[config.mk]
export PLATFORM = sky130hd
export DESIGN_NAME = ien_core
export DESIGN_NICKNAME = d
export VERILOG_FILES = /design/src/rtl/ien_pkg.sv /design/src/rtl/ien_arb.sv /design/src/rtl/ien_core.sv
export SDC_FILE = /design/constraint.sdc
export NUM_CORES = 1
export LEC_CHECK = 0
export ABC_AREA = 1
export BUFFER_PORTS_ARGS = -buffer_cell sky130_fd_sc_hd__clkbuf_2
export CELL_PAD_IN_SITES_DETAIL_PLACEMENT = 1
export CELL_PAD_IN_SITES_GLOBAL_PLACEMENT = 1
export CORE_MARGIN = 10
export CORE_UTILIZATION = 39
export CTS_CLUSTER_SIZE = 30
export DETAILED_ROUTE_END_ITERATION = 7
export GPL_TIMING_DRIVEN = 0
export PLACE_DENSITY_LB_ADDON = 0.1
export SYNTH_ARGS = -nofsm -noshare
export SYNTH_HDL_FRONTEND = slang
export SYNTH_SLANG_ARGS = --single-unit
[constraint.sdc]
create_clock -name CLK_IN -period 52.9 [get_ports CLK_IN]
set_input_delay 2.645 -clock CLK_IN [delete_from_list [all_inputs] [get_ports CLK_IN]]
set_output_delay 2.645 -clock CLK_IN [all_outputs]
set_load 0.005 [all_outputs]
[src/rtl/ien_pkg.sv]
// package for the interrupt enable and masking block
// assumes one core clock and a word-wide register port
package ien_pkg;
   localparam int unsigned NUM_LINES = 32;
   localparam int unsigned ID_W = 5;
   localparam int unsigned PRIO_W = 2;
   localparam int unsigned ADDR_W = 12;
   localparam int unsigned DATA_W = 32;
   localparam logic [ADDR_W-1:0] OFS_ENABLE_SET = 12'h000;
   localparam logic [ADDR_W-1:0] OFS_ENABLE_CLEAR = 12'h080;
   localparam logic [DATA_W-1:0] ENABLE_RESET = 32'h00000000;
   localparam logic [DATA_W-1:0] READ_UNMAPPED = 32'h00000000;

   typedef struct packed {
      logic valid;
      logic write;
      logic [ADDR_W-1:0] addr;
      logic [DATA_W-1:0] wdata;
   } ien_req_t;

   typedef struct packed {
      logic valid;
      logic [DATA_W-1:0] rdata;
   } ien_rsp_t;
endpackage

[src/rtl/ien_arb.sv]
// priority pick among candidate interrupt lines
// assumes lower priority value is more urgent, ties go to lower index
`timescale 1ns/1ps
module ien_arb (
   input wire logic [ien_pkg::NUM_LINES-1:0] cand_in, // eligible lines
   input wire logic [ien_pkg::NUM_LINES*ien_pkg::PRIO_W-1:0] prio_in, // prios
   output logic found_out, // any candidate
   output logic [ien_pkg::ID_W-1:0] id_out // winning line
);
   logic [ien_pkg::PRIO_W-1:0] best;
   logic [ien_pkg::PRIO_W-1:0] cur;

   always_comb begin
      found_out = 1'b0;
      id_out = '0;
      best = '1;
      cur = '0;
      // descending scan so ties settle on the lowest index
      for (int i = ien_pkg::NUM_LINES - 1; i >= 0; i--) begin
         cur = prio_in[i*ien_pkg::PRIO_W +: ien_pkg::PRIO_W];
         if (cand_in[i] && (!found_out || cur <= best)) begin
            found_out = 1'b1;
            best = cur;
            id_out = ien_pkg::ID_W'(i);
         end
      end
   end
endmodule

[src/rtl/ien_core.sv]
// interrupt enable, pending and global mask logic of the controller
// assumes aligned word accesses on the register port and a core that
// acknowledges the presented interrupt with a one-cycle pulse
`timescale 1ns/1ps
module ien_core (
   input wire logic CLK_IN, // core clock, 200 MHz
   input wire logic RSTN_IN, // synchronous reset, active low
   input wire ien_pkg::ien_req_t REG_REQ_IN, // register access
   output ien_pkg::ien_rsp_t REG_RSP_OUT, // read answer, next cycle
   input wire logic [ien_pkg::NUM_LINES-1:0] IRQ_LINES_IN, // requests
   input wire logic [ien_pkg::NUM_LINES*ien_pkg::PRIO_W-1:0] PRIO_IN, // prio
   input wire logic MASK_SET_IN, // mask instruction executed
   input wire logic MASK_CLR_IN, // unmask instruction executed
   input wire logic NMI_IN, // non-maskable request
   input wire logic ACK_IN, // core takes presented interrupt
   input wire logic NMI_ACK_IN, // core takes non-maskable interrupt
   output logic TAKE_OUT, // interrupt presented to core
   output logic [ien_pkg::ID_W-1:0] TAKE_ID_OUT, // presented line
   output logic NMI_TAKE_OUT, // non-maskable presented
   output logic MASK_OUT, // global mask state
   output logic [ien_pkg::NUM_LINES-1:0] PENDING_OUT // pending lines
);
   logic [ien_pkg::NUM_LINES-1:0] enable;
   logic [ien_pkg::NUM_LINES-1:0] pending;
   logic gmask;
   logic nmi_pend;
   logic take;
   logic [ien_pkg::ID_W-1:0] take_id;
   ien_pkg::ien_rsp_t rsp;

   wire wr_set = REG_REQ_IN.valid && REG_REQ_IN.write &&
      REG_REQ_IN.addr == ien_pkg::OFS_ENABLE_SET;
   wire wr_clr = REG_REQ_IN.valid && REG_REQ_IN.write &&
      REG_REQ_IN.addr == ien_pkg::OFS_ENABLE_CLEAR;
   wire rd = REG_REQ_IN.valid && !REG_REQ_IN.write;
   wire rd_hit = REG_REQ_IN.addr == ien_pkg::OFS_ENABLE_SET ||
      REG_REQ_IN.addr == ien_pkg::OFS_ENABLE_CLEAR;

   // one vector behind both registers
   wire [ien_pkg::NUM_LINES-1:0] set_bits =
      wr_set ? REG_REQ_IN.wdata : '0;
   wire [ien_pkg::NUM_LINES-1:0] clr_bits =
      wr_clr ? REG_REQ_IN.wdata : '0;
   wire [ien_pkg::NUM_LINES-1:0] next_enable =
      (enable | set_bits) & ~clr_bits;

   // ack clears only the presented line; a new request wins the clear
   wire [ien_pkg::NUM_LINES-1:0] ack_bits =
      (ACK_IN && take) ? (ien_pkg::NUM_LINES'(1) << take_id) : '0;
   wire [ien_pkg::NUM_LINES-1:0] next_pending =
      (pending & ~ack_bits) | IRQ_LINES_IN;

   // only enabled, pending, unmasked lines compete
   wire [ien_pkg::NUM_LINES-1:0] cand =
      gmask ? '0 : (pending & enable);
   logic arb_found;
   logic [ien_pkg::ID_W-1:0] arb_id;

   ien_arb u_arb (
      .cand_in(cand),
      .prio_in(PRIO_IN),
      .found_out(arb_found),
      .id_out(arb_id)
   );

   // mask instruction wins if both arrive together (safer side)
   wire next_gmask = MASK_SET_IN ? 1'b1 :
      (MASK_CLR_IN ? 1'b0 : gmask);
   // independent of gmask on purpose
   wire next_nmi = NMI_IN || (nmi_pend && !NMI_ACK_IN);

   // reads of either offset return the enable vector
   // between reads the last answer stands, so it can be taken late
   wire [ien_pkg::DATA_W-1:0] next_rdata = !rd ? rsp.rdata :
      (rd_hit ? enable : ien_pkg::READ_UNMAPPED);

   always_ff @(posedge CLK_IN) begin
      if (!RSTN_IN) begin
         enable <= ien_pkg::ENABLE_RESET;
         pending <= '0;
         gmask <= 1'b0;
         nmi_pend <= 1'b0;
         take <= 1'b0;
         take_id <= '0;
         rsp <= '0;
      end else begin
         enable <= next_enable;
         pending <= next_pending;
         gmask <= next_gmask;
         nmi_pend <= next_nmi;
         take <= arb_found;
         take_id <= arb_id;
         rsp.valid <= rd;
         rsp.rdata <= next_rdata;
      end
   end

   assign REG_RSP_OUT = rsp;
   assign TAKE_OUT = take;
   assign TAKE_ID_OUT = take_id;
   assign NMI_TAKE_OUT = nmi_pend;
   assign MASK_OUT = gmask;
   assign PENDING_OUT = pending;

   // any candidate that should have beaten the pick, for the checks
   logic outranked;
   logic [ien_pkg::PRIO_W-1:0] prio_i;
   wire [ien_pkg::PRIO_W-1:0] prio_win =
      PRIO_IN[arb_id*ien_pkg::PRIO_W +: ien_pkg::PRIO_W];

   always_comb begin
      outranked = 1'b0;
      prio_i = '0;
      for (int i = 0; i < ien_pkg::NUM_LINES; i++) begin
         prio_i = PRIO_IN[i*ien_pkg::PRIO_W +: ien_pkg::PRIO_W];
         if (cand[i] && (prio_i < prio_win ||
               (prio_i == prio_win && ien_pkg::ID_W'(i) < arb_id))) begin
            outranked = 1'b1;
         end
      end
   end
endmodule

; ---- Yosys cells after proc, flatten, opt, wreduce, memory -nomap -nowiden
; Cells that the tools add are included.
[word_totals]
inputBits = 149
memories = 0
out_inout_bits = 73
reg_bits = 105
ram_bits = 0
latch_bits = 0
romBits = 0
elab_cells = 264
[op_classes]
n_addsub = 0
mux = 101
n_eq_ne = 1
shifts = 1
mul = 0
div = 0
bitwise = 8
reduce_logical = 110
magnitude_cmp = 31
[op_table]
columns = operator, count
row1 = $mux 32, 5
row2 = $and 32x32->32, 3
row3 = $mux 5, 16
row4 = $mux 2, 33
row5 = $not 32->32, 2
row6 = $or 32x32->32, 2
row7 = $le 2x2->1, 31
row8 = $logic_and 1x1->1, 37
row9 = $mux 1, 35
row10 = $logic_not 1->1, 33
row11 = $logic_or 1x1->1, 33
row12 = $mux 4, 8
row13 = $shl 1x5->32 const A, 1
row14 = $reduce_or 17->1, 1
row15 = $eq 12x8->1 const B, 1
row16 = $logic_not 12->1, 1
row17 = $mux 3, 4
row18 = $reduce_or 9->1, 1
row19 = $reduce_or 5->1, 1
row20 = $reduce_or 3->1, 1
row21 = $reduce_bool 2->1, 1
row22 = $reduce_or 2->1, 1
row23 = $not 1->1, 1

; ---- Longest topological paths before layout
; Gate-level depths: netlist (run 1).
[depth]
ltp_word = 127
mapped_depth = 266
depth_no_buf = 266

; ---- Hierarchy
; From an unflattened synthesis (run 1), not the netlist that was laid out.
[unflattened]
hier_cells = 1219
hier_area_um2 = 7988.9
[modules_own_cells]
columns = mod, area_per_inst_um2, instances, seq_area_each_um2, cells_per_inst
row1 = ien_core, 4800.9, 1, 2102.0, 635
row2 = ien_arb, 3188.1, 1, 0.0, 584

; ---- Least setup slack after synthesis (run 1)
; OpenSTA, ideal clock, no wires.
[synth_path]
path_kind = input port to flip-flop
from = in PRIO_IN[63] (netlist bit)
to = reg take_id, in the netlist TAKE_ID_OUT[3]
setup_ns = 0.074
cell_stages = 235
required_ns = 52.826
t_arrival_ns = 31.462
n_path_buf = 0
setup_slack_ns = 21.363
cell_sequence = inv_1 nand2_1 inv_1 ha_1 nand2_1 nand2_1 nand3_1 nand2_1 nand2_1 and2_1 ha_1 nand2_1 inv_1 a21oi_1 nand2_1 nand2_1 inv_1 nand2_1 [... 199 more ...] inv_1 nand3_1 and2_1 ha_1 inv_1 nor2_1 o211ai_1 nand2_1 or2_1 nand2_1 ha_1 nand2_1 o211ai_2 nand2_2 nand3_2 nor3_2 nand2_1 a31oi_1
[synth_via]
elab_chain_len = 125
word_cells_on_any_way = 208
cone_classes = 31 x order compare / 84 x mux / 93 x reduce/logical
[synth_lines]
columns = item, line
row1 = "start, declared", ien_core.sv:11  ; input wire logic [ien_pkg::NUM_LINES*ien_pkg::PRIO_W-1:0] PRIO_IN,
row2 = $mux 2 *, ien_arb.sv:21  ; if (cand_in[i] && (!found_out || cur <= best)) begin
row3 = $le 2x2->1, ien_arb.sv:21
row4 = $logic_or 1x1->1, ien_arb.sv:21
row5 = $logic_and 1x1->1, ien_arb.sv:21
row6 = $mux 2 / $mux 1 (equally long branches), ien_arb.sv:21
row7 = $le 2x2->1 / $logic_not 1->1 (equally long branches), ien_arb.sv:21
row8 = $logic_or 1x1->1, ien_arb.sv:21
row9 = $logic_and 1x1->1, ien_arb.sv:21
row10 = [... 109 more ...], -
row11 = $le 2x2->1 / $logic_not 1->1 (equally long branches), ien_arb.sv:21
row12 = $logic_or 1x1->1, ien_arb.sv:21
row13 = $logic_and 1x1->1, ien_arb.sv:21
row14 = $mux 2 / $mux 1 (equally long branches), ien_arb.sv:21
row15 = $le 2x2->1 / $logic_not 1->1 (equally long branches), ien_arb.sv:21
row16 = $logic_or 1x1->1, ien_arb.sv:21
row17 = $logic_and 1x1->1, ien_arb.sv:21
row18 = $reduce_or 9->1 (no line), -
row19 = "end signal, assigned", ien_core.sv:92  ; take_id <= arb_id;
row20 = "end, declared", ien_core.sv:28  ; logic [ien_pkg::ID_W-1:0] take_id;
; Mark *: on every way between the ends. The rest lies on a longest branch, timed or not.
; A chain may end at the register's enable or synchronous reset.

; ---- Worst setup path in the final report (run 1)
[layout_path]
from = in PRIO_IN[62] (netlist bit)
to = reg take_id, in the netlist TAKE_ID_OUT[3]
; The elaborated chain is that of the path after synthesis.

==> summary.md, run 1 <==
| Metric | Value |
|---|---|
| Synthesized-area fraction occupied by xor and xnor cells | 0 |
| Buffers plus inverters on the worst setup path | 31 |
| Final setup skew | 0.00782 ns |
| Outcome | complete, no violations |
| Critical Path Source Type | input pin |
| Leakage power | 0.00487 uW |
| Slew margin rel. | 0.402 |
| VDD IR-drop max | 0.0133 mV |
| Maximum root-to-sink buffer count | 2 |
| Sequential area share after synthesis | 0.284 |
| Setup tns final | 0 ns |
| Summed instance area of the synthesized netlist | 7410 um2 |
| Worst setup slack after placement | between 15 and 20 ns |
| Count of maximum capacitance violations | 0 |
| DIE AREA | 24900 um2 |
| First-pass GRT wire length | 43900 um |
| Number of flops mapped to enable cells by yosys | 0 |
| Cell Area, Placed | about 8800 um2 |
| Biggest cell delay along the critical path | approximately 0.47 ns |
| PnR worst setup slack | ~17 ns |
| Flop and latch count out of synthesis | around 110 |
| Crit. End Element | flop |
| Part of the total power dissipated in combinational logic | 0.133 |
| Total routing resource utilization after global routing | 0.222 |
| Initial core utilization | 0.396 |
| Cell internal pwr | 130 uW |
| Main combinational cell family by area after synthesis | simple AND/OR/NAND/NOR gates |
| Cell row count | 50 |
| Time the worst path needs with I/O delays and setup | between 30 and 40 ns |
| CTS root buf | sky130_fd_sc_hd__clkbuf_16 |
| Final number of hold-violating endpoints | 0 |
| Total half-perimeter wirelength after legalization and detailed placement | approximately 24000 um |
| Power density over cell area | approximately 20 nW/um2 |
| Die span in y | 158 um |
| Critical path arrival | about 36 ns |
| Worst endpoint required time | 53.17 ns |
| Clk pwr share | 0.395 |
| Remaining global-route overflow | 0 |
| Unrepaired setup endpoints after global routing | false |
| Switching Share | 0.274 |
| Clock sinks | 105 |
| Routed WL per cell | 17.8 um |
| Cell area after layout | 9110 um2 |
| Insertion delay to the later sink of the worst-skew pair | 0.35 ns |
| Boundary pin count | 222 |
| Part of the total power dissipated in sequential elements | 0.472 |
| DRC violation total after the first TritonRoute iteration | 367 |
| Per-cell via count in the routed design | roughly 5.2 |
| Syn nets | between 1000 and 1500 |
| Routed wire length | 28200 um |
| Final count of pins violating max slew | 0 |
| Highest-delay cell along the critical path | sky130_fd_sc_hd__a21oi_1 |
| Distinct cell type count after synthesis | 40 |
| Vias in the first global route | around 8400 |
| Area Overhead vs Synth | 23.1% |
| Total number of yosys warnings | 0 |
| TritonCTS Buffers | 9 |
| Highest Clock Rate | around 28 MHz |
| Register clock-pin slew on the reported worst setup and hold paths | 0.07 ns |
| Number of antenna-violating nets in the routed design | 0 |
| Post-synthesis async set-or-reset flop share | 0 |
| Diode count | 0 |
| Syn Inst Count | around 1100 |
| Top cell family by delay on the critical path | simple AND/OR/NAND/NOR gates |
| Avg Synthesized Cell Area | between 6 and 7 um2 |
| DR vias | 8237 |
| Maximum number of pins on one net before global-route repair | 20 |
| Power dissipated by switching net loads | 49.2 uW |
| Post-synthesis simple-gate area fraction | 0.293 |
| Portion of the clock cycle consumed by the worst path in the final layout | 0.682 |
| Post-CTS Setup Repair Bufs | 0 |
| Area inside the core boundary | roughly 19000 um2 |
| # hold bufs at CTS | 0 |
| Classification of the worst-slack hold path | flop to flop |
| Worst path most repeated cell | sky130_fd_sc_hd__nand2_1 |
| Final estimated routing congestion in global placement | about 0.9 |
| Start-to-end type of the worst setup path | input pin to flop |
| Synth Flop Type | sky130_fd_sc_hd__dfxtp_1 |
| Share of the synthesized area in compound gates (AO/OA/AOI/OAI) | 0.190 |
| Final routed DRC violation total | 0 |
| IO buf count | 221 |
| Clock tree from TritonCTS | done |
| Share of cell area taken by muxes after synthesis | 0 |
| Horizontal die dimension | 158 um |
| Share of layout cells above drive strength 1 | 0.216 |
| Number of instances resized during post-cts repair | 0 |
| Number of iterations in the first detailed-routing pass | 5 |
| Maximum net fanout on the critical path | 7 |
| Maximum level of the CTS H-tree | 3 |
| Transition at the pin with the smallest max-transition slack | between 0.8 and 0.9 ns |
| Number of antenna violations at the first check in global routing | 0 |
| Nets | 1557 |
| Adder-Cell Fraction of Synth Area | 0.105 |
| Final count of negative-setup-slack endpoints | 0 |
==> worst min-delay path, delay by kind of cell (launching register included) <==
family         cells  cell delay, ns
flip-flops         1            0.32
AO/OA/AOI/OAI      2            0.13
==> final timing paths <==
kind | start | endpoint | slack [ns] | cells after the start
max | PRIO_IN[62] | TAKE_ID_OUT[3] | 16.81 | 234
min | PENDING_OUT[13] | PENDING_OUT[13] | 0.49 | 2
max reg2reg | enable[31] | TAKE_ID_OUT[3] | 18.50 | 235
min reg2reg | PENDING_OUT[13] | PENDING_OUT[13] | 0.49 | 2
==> layout make-up <==
type | count | area [um2]
tap | 234 | 293
clock inverter | 7 | 83.8
multi-input combinational | 758 | 4360
sequential | 105 | 2100
timing repair buffer | 221 | 1110
inverter | 216 | 811
fill | 2582 | 9590
clock buffer | 9 | 225
buffer | 35 | 139
==> power groups by stage <==
| stage | clock network [uW] | logic (uW) | registers [uW] |
|---|---|---|---|
| final | 70.9 | 23.8 | 84.8 |
| after global routing | 75.0 | 27.1 | 85.2 |
| after CTS | 71.9 | 24.2 | 84.8 |
| after detailed placement | 0 | 24.0 | 86.6 |
| after global placement | 0 | 23.3 | 86.6 |
| after floorplan | 0 | 9.46 | 86.2 |
==> metal layers <==
metal  GRT usage  part of all wire  wire (um)
met1       0.284              0.45      12700
met2       0.374              0.47      13200
met4      0.0401            0.0099        280
met3      0.0518             0.072       2030
met5           0                 0          0
==> per-stage QoR <==
step / utilization / instances / total power, uW / hold WS, ns
after floorplan: - / 1114 / 95.6 / 0.450
after global placement: 0.471 / 1569 / 110 / 0.473
after detailed placement: 0.471 / 1569 / 111 / 0.484
after CTS: 0.487 / 1585 / 181 / 0.495
after global routing: 0.487 / 1585 / 187 / 0.535
final: 0.487 / 1585 / 180 / 0.489
==> layout by cell type (no fill, tap or decap), types with 5 or more instances in the layout <==
cell type / n
sky130_fd_sc_hd__clkbuf_2: 221
sky130_fd_sc_hd__a221oi_1: 32
sky130_fd_sc_hd__nor2_4: 5
sky130_fd_sc_hd__nand2_2: 6
sky130_fd_sc_hd__nor3_1: 11
sky130_fd_sc_hd__or2_1: 6
sky130_fd_sc_hd__nand2_1: 197
sky130_fd_sc_hd__ha_1: 62
sky130_fd_sc_hd__clkbuf_16: 9
sky130_fd_sc_hd__o21ai_0: 73
sky130_fd_sc_hd__inv_1: 205
sky130_fd_sc_hd__or2_2: 11
sky130_fd_sc_hd__nor2_1: 25
sky130_fd_sc_hd__a21oi_1: 117
sky130_fd_sc_hd__inv_2: 11
sky130_fd_sc_hd__dfxtp_1: 105
sky130_fd_sc_hd__clkbuf_1: 30
sky130_fd_sc_hd__nor2_2: 9
sky130_fd_sc_hd__o211ai_1: 7
sky130_fd_sc_hd__nand4_1: 13
sky130_fd_sc_hd__nand3_1: 131
sky130_fd_sc_hd__and2_1: 27
==> synthesized netlist by cell type, types with 3 or more instances <==
cell type / instances / share of area
sky130_fd_sc_hd__a21oi_1: 117 / 0.079
sky130_fd_sc_hd__a21oi_2: 3 / 0.0035
sky130_fd_sc_hd__a221oi_1: 32 / 0.038
sky130_fd_sc_hd__a31oi_1: 3 / 0.0025
sky130_fd_sc_hd__and2_1: 27 / 0.023
sky130_fd_sc_hd__buf_1: 4 / 0.0020
sky130_fd_sc_hd__clkbuf_1: 30 / 0.015
sky130_fd_sc_hd__dfxtp_1: 105 / 0.28
sky130_fd_sc_hd__ha_1: 62 / 0.10
sky130_fd_sc_hd__inv_1: 205 / 0.10
sky130_fd_sc_hd__inv_2: 11 / 0.0056
sky130_fd_sc_hd__nand2_1: 197 / 0.10
sky130_fd_sc_hd__nand2_2: 6 / 0.0051
sky130_fd_sc_hd__nand3_1: 131 / 0.089
sky130_fd_sc_hd__nand3_2: 4 / 0.0054
sky130_fd_sc_hd__nand4_1: 13 / 0.011
sky130_fd_sc_hd__nor2_1: 25 / 0.013
sky130_fd_sc_hd__nor2_2: 9 / 0.0076
sky130_fd_sc_hd__nor2_4: 5 / 0.0076
sky130_fd_sc_hd__nor3_1: 11 / 0.0074
sky130_fd_sc_hd__o211ai_1: 7 / 0.0071
sky130_fd_sc_hd__o21ai_0: 73 / 0.049
sky130_fd_sc_hd__or2_1: 6 / 0.0051
sky130_fd_sc_hd__or2_2: 11 / 0.0093
==> flip-flops by register name, indices dropped and copies added, names as in the netlist <==
signal / flops
NMI_TAKE_OUT: 1
TAKE_OUT: 1
PENDING_OUT: 32
MASK_OUT: 1
REG_RSP_OUT: 33
TAKE_ID_OUT: 5
enable: 32
==> cell families (layout without fill, tap and decap cells) <==
| kind of cell | count (synthesis) | after routing |
|---|---|---|
| and+or+nand+nor | 452 | 452 |
| buffers and inverters | 251 | 488 |
| AOI/OAI and AO/OA | 244 | 244 |
| DFF | 105 | 105 |
| adders and majority gates | 62 | 62 |
Power figures use the tool's default switching activity.
==> inputs of run 2 (changes only) <==
--- a/config.mk
+++ b/config.mk
@@ -10,7 +10,7 @@
 export CELL_PAD_IN_SITES_DETAIL_PLACEMENT = 1
 export CELL_PAD_IN_SITES_GLOBAL_PLACEMENT = 1
 export CORE_MARGIN = 10
-export CORE_UTILIZATION = 39
+export CORE_UTILIZATION = 36
 export CTS_CLUSTER_SIZE = 30
 export DETAILED_ROUTE_END_ITERATION = 7
 export GPL_TIMING_DRIVEN = 0
==> constraint.sdc (replaced) <==
create_clock -name CLK_IN -period 33.6 [get_ports CLK_IN]
set_input_delay 1.68 -clock CLK_IN [delete_from_list [all_inputs] [get_ports CLK_IN]]
set_output_delay 1.68 -clock CLK_IN [all_outputs]
set_load 0.005 [all_outputs]
==> summary.md, run 2 (synthesis gave the netlist of run 1 again) <==
| Metric | Value |
|---|---|
| Outcome | complete, no violations (unchanged) |
| Final setup skew | 0.00608 ns (was 0.00782 ns) |
| Nets | 1609 (was 1557) |
| CTS root buf | sky130_fd_sc_hd__clkbuf_16 (unchanged) |
| First-pass GRT wire length | 44700 um (was 43900 um) |
| Biggest cell delay along the critical path | 0.31 ns (was 0.47 ns) |
| Final routed DRC violation total | 0 (unchanged) |
| Horizontal die dimension | 163 um (was 158 um) |
| Cell row count | 52 (was 50) |
| Maximum number of pins on one net before global-route repair | 21 (was 20) |
| Worst setup path startpoint | PRIO_IN[62] (unchanged) |
| VDD IR-drop max | 0.0221 mV (was 0.0133 mV) |
| Hold Slack | 0.499 ns (was 0.489 ns) |
| Maximum root-to-sink buffer count | 2 (unchanged) |
| Critical path arrival | 32.17 ns (was 36.36 ns) |
| Leakage power | 0.00515 uW (was 0.00487 uW) |
| Area occupied by multi-input gates | 4920 um2 (was 4360 um2) |
| Worst setup path endpoint | TAKE_ID_OUT[3] (unchanged) |
| Cell internal pwr | 200 uW (was 130 uW) |
| Final count of negative-setup-slack endpoints | 0 (unchanged) |
| Routed wire length | 30300 um (was 28200 um) |
| Die span in y | 163 um (was 158 um) |
| DRC violation total after the first TritonRoute iteration | 404 (was 367) |
| Final cell utilization of the core | 0.499 (was 0.487) |
| TritonCTS Buffers | 9 (unchanged) |
| Total routing resource utilization after global routing | 0.209 (was 0.222) |
| Power density over cell area | 27.9 nW/um2 (was 19.7 nW/um2) |
| Commonest non-fill, non-tap cell in the layout | sky130_fd_sc_hd__clkbuf_2 (unchanged) |
| Reg-to-Reg Start | enable[31] (unchanged) |
| Register clock-pin slew on the reported worst setup and hold paths | 0.08 ns (was 0.07 ns) |
| Global-route track usage on met2 | 0.354 (was 0.374) |
| Final estimated routing congestion in global placement | 0.855 (was 0.904) |
| Start-to-end type of the worst setup path | input pin to flop (unchanged) |
| Highest Clock Rate | 31.4 MHz |
| FF/Latch Area | 2100 um2 (unchanged) |
| Met1 track demand over resource in global routing | 0.262 (was 0.284) |
| Total half-perimeter wirelength after legalization and detailed placement | 24500 um (was 24300 um) |
| Crit. End Element | flop (unchanged) |
| Top library cells by usage in the layout, fill and taps aside | sky130_fd_sc_hd__clkbuf_2, sky130_fd_sc_hd__inv_1, sky130_fd_sc_hd__nand2_1 (unchanged) |
| Overall power | 282 uW (was 180 uW) |
| Area Overhead vs Synth | 36.4% (was 23.1%) |
| Worst path most repeated cell | sky130_fd_sc_hd__nand2_1 (unchanged) |
| Remaining global-route overflow | 0 (unchanged) |
| RR Endpoint | TAKE_ID_OUT[3] (unchanged) |
| Power dissipated by switching net loads | 81.3 uW (was 49.2 uW) |
| Setup slack, reg-to-reg | 2.38 ns (was 18.50 ns) |
| Busiest layer in global routing | met2 (unchanged) |
| Share of layout cells above drive strength 1 | 0.334 (was 0.216) |
| DIE AREA | 26700 um2 (was 24900 um2) |
| IO buf count | 221 (unchanged) |
| Number of fill cells in the layout | 2706 (was 2582) |
| Clock sinks | 105 (unchanged) |
| Worst reg-to-reg path cell count | 233 (was 235) |
| Clock tree from TritonCTS | done (unchanged) |
| Switching Share | 0.289 (was 0.274) |
| Maximum net fanout on the critical path | 7 (unchanged) |
| Number of antenna-violating nets in the routed design | 0 (unchanged) |
| Insertion delay to the later sink of the worst-skew pair | 0.36 ns (was 0.35 ns) |
| Per-cell via count in the routed design | 5.09 (was 5.20) |
| Area inside the core boundary | 20200 um2 (was 18700 um2) |
| Count of maximum capacitance violations | 0 (unchanged) |
| DR vias | 8525 (was 8237) |
| Final count of pins violating max slew | 0 (unchanged) |
| Slew margin rel. | 0.384 (was 0.402) |
| Portion of the clock cycle consumed by the worst path in the final layout | 0.949 |
| Clk pwr share | 0.379 (was 0.395) |
| Part of the total power dissipated in sequential elements | 0.475 (was 0.472) |
| Part of the total power dissipated in combinational logic | 0.146 (was 0.133) |
| Routed WL per cell | 18.1 um (was 17.8 um) |
| Highest-delay cell along the critical path | sky130_fd_sc_hd__or2_2 (was sky130_fd_sc_hd__a21oi_1) |
| Time the worst path needs with I/O delays and setup | 31.89 ns |
| Worst endpoint required time | 33.88 ns (was 53.17 ns) |
| Number of antenna violations at the first check in global routing | 1 (was 0) |
| Global-route met3 utilization | 0.0518 (about the same) |
| Vias in the first global route | 8536 (was 8434) |
| Number of iterations in the first detailed-routing pass | 4 (was 5) |
| Classification of the worst-slack hold path | flop to flop (unchanged) |
| Boundary pin count | 222 (unchanged) |
| # hold bufs at CTS | 0 (unchanged) |
| Critical Path Source Type | input pin (unchanged) |
| Final number of hold-violating endpoints | 0 (unchanged) |
| Transition at the pin with the smallest max-transition slack | 0.911 ns (was 0.884 ns) |
| Maximum level of the CTS H-tree | 3 (unchanged) |
| Initial core utilization | 0.366 (was 0.396) |
| Number of flip-flops in the largest register | 33 (unchanged) |
==> run 2: stage by stage <==
stage	cells	setup slack, ns	instance area [um2]	setup TNS, ns
CTS	1632	0.00616	9270	0
finish	1675	1.71	10100	0
floorplan	1114	3.03	7410	0
global route	1673	-0.788	10100	-2.98
detailed placement	1605	-1.73	8850	-7.74
global placement	1605	-1.22	8850	-5.21
==> run 2: worst min-delay path by stage <==
stage	to	start	cells after the start
after global routing	PENDING_OUT[19]	PENDING_OUT[19]	2
after CTS	PENDING_OUT[10]	PENDING_OUT[10]	2
after floorplan	REG_RSP_OUT[0]	enable[0]	2
final	PENDING_OUT[20]	PENDING_OUT[20]	2
after detailed placement	PENDING_OUT[20]	PENDING_OUT[20]	2
after global placement	PENDING_OUT[24]	PENDING_OUT[24]	2
==> run 2: repair_timing <==
action                     4_1_cts  5_1_grt
resized for setup               16      119
hold endpoints to repair         0        0
setup endpoints to repair        5        5
pin swaps                        7       59
setup buffers                   11       41
==> run 2: layout make-up <==
class,count,area share
antenna,2,0.000495
tap,270,0.0334
clock buffer,9,0.0223
multi-input combinational,758,0.487
inverter,216,0.0805
sequential,105,0.208
clock inverter,7,0.00669
buffer,35,0.0137
timing repair buffer,273,0.148
==> run 2: per-layer routing <==
layer	vias up	share of wire	routed length (um)
met2	173	0.49	14700
li1	4285	-	-
met1	4037	0.44	13400
met5	-	0	0
met3	30	0.061	1860
met4	0	0.012	369
==> run 2: power by group through the flow <==
stage / Clock [uW] / Sequential (uW) / Combinational [uW]
global placement: 0 / 136 / 36.9
detailed placement: 0 / 136 / 38.0
finish: 107 / 134 / 41.2
CTS: 109 / 134 / 38.3
floorplan: 0 / 136 / 14.9
global route: 113 / 134 / 46.4
==> run 2: worst max-delay path, delay by kind of cell <==
family,cells,cell delay (ns)
buffers and inverters,32,2.57
adder cells (fa/ha/maj),31,7.28
AND/OR/NAND/NOR,112,13.47
AO/OA/AOI/OAI,57,7.13
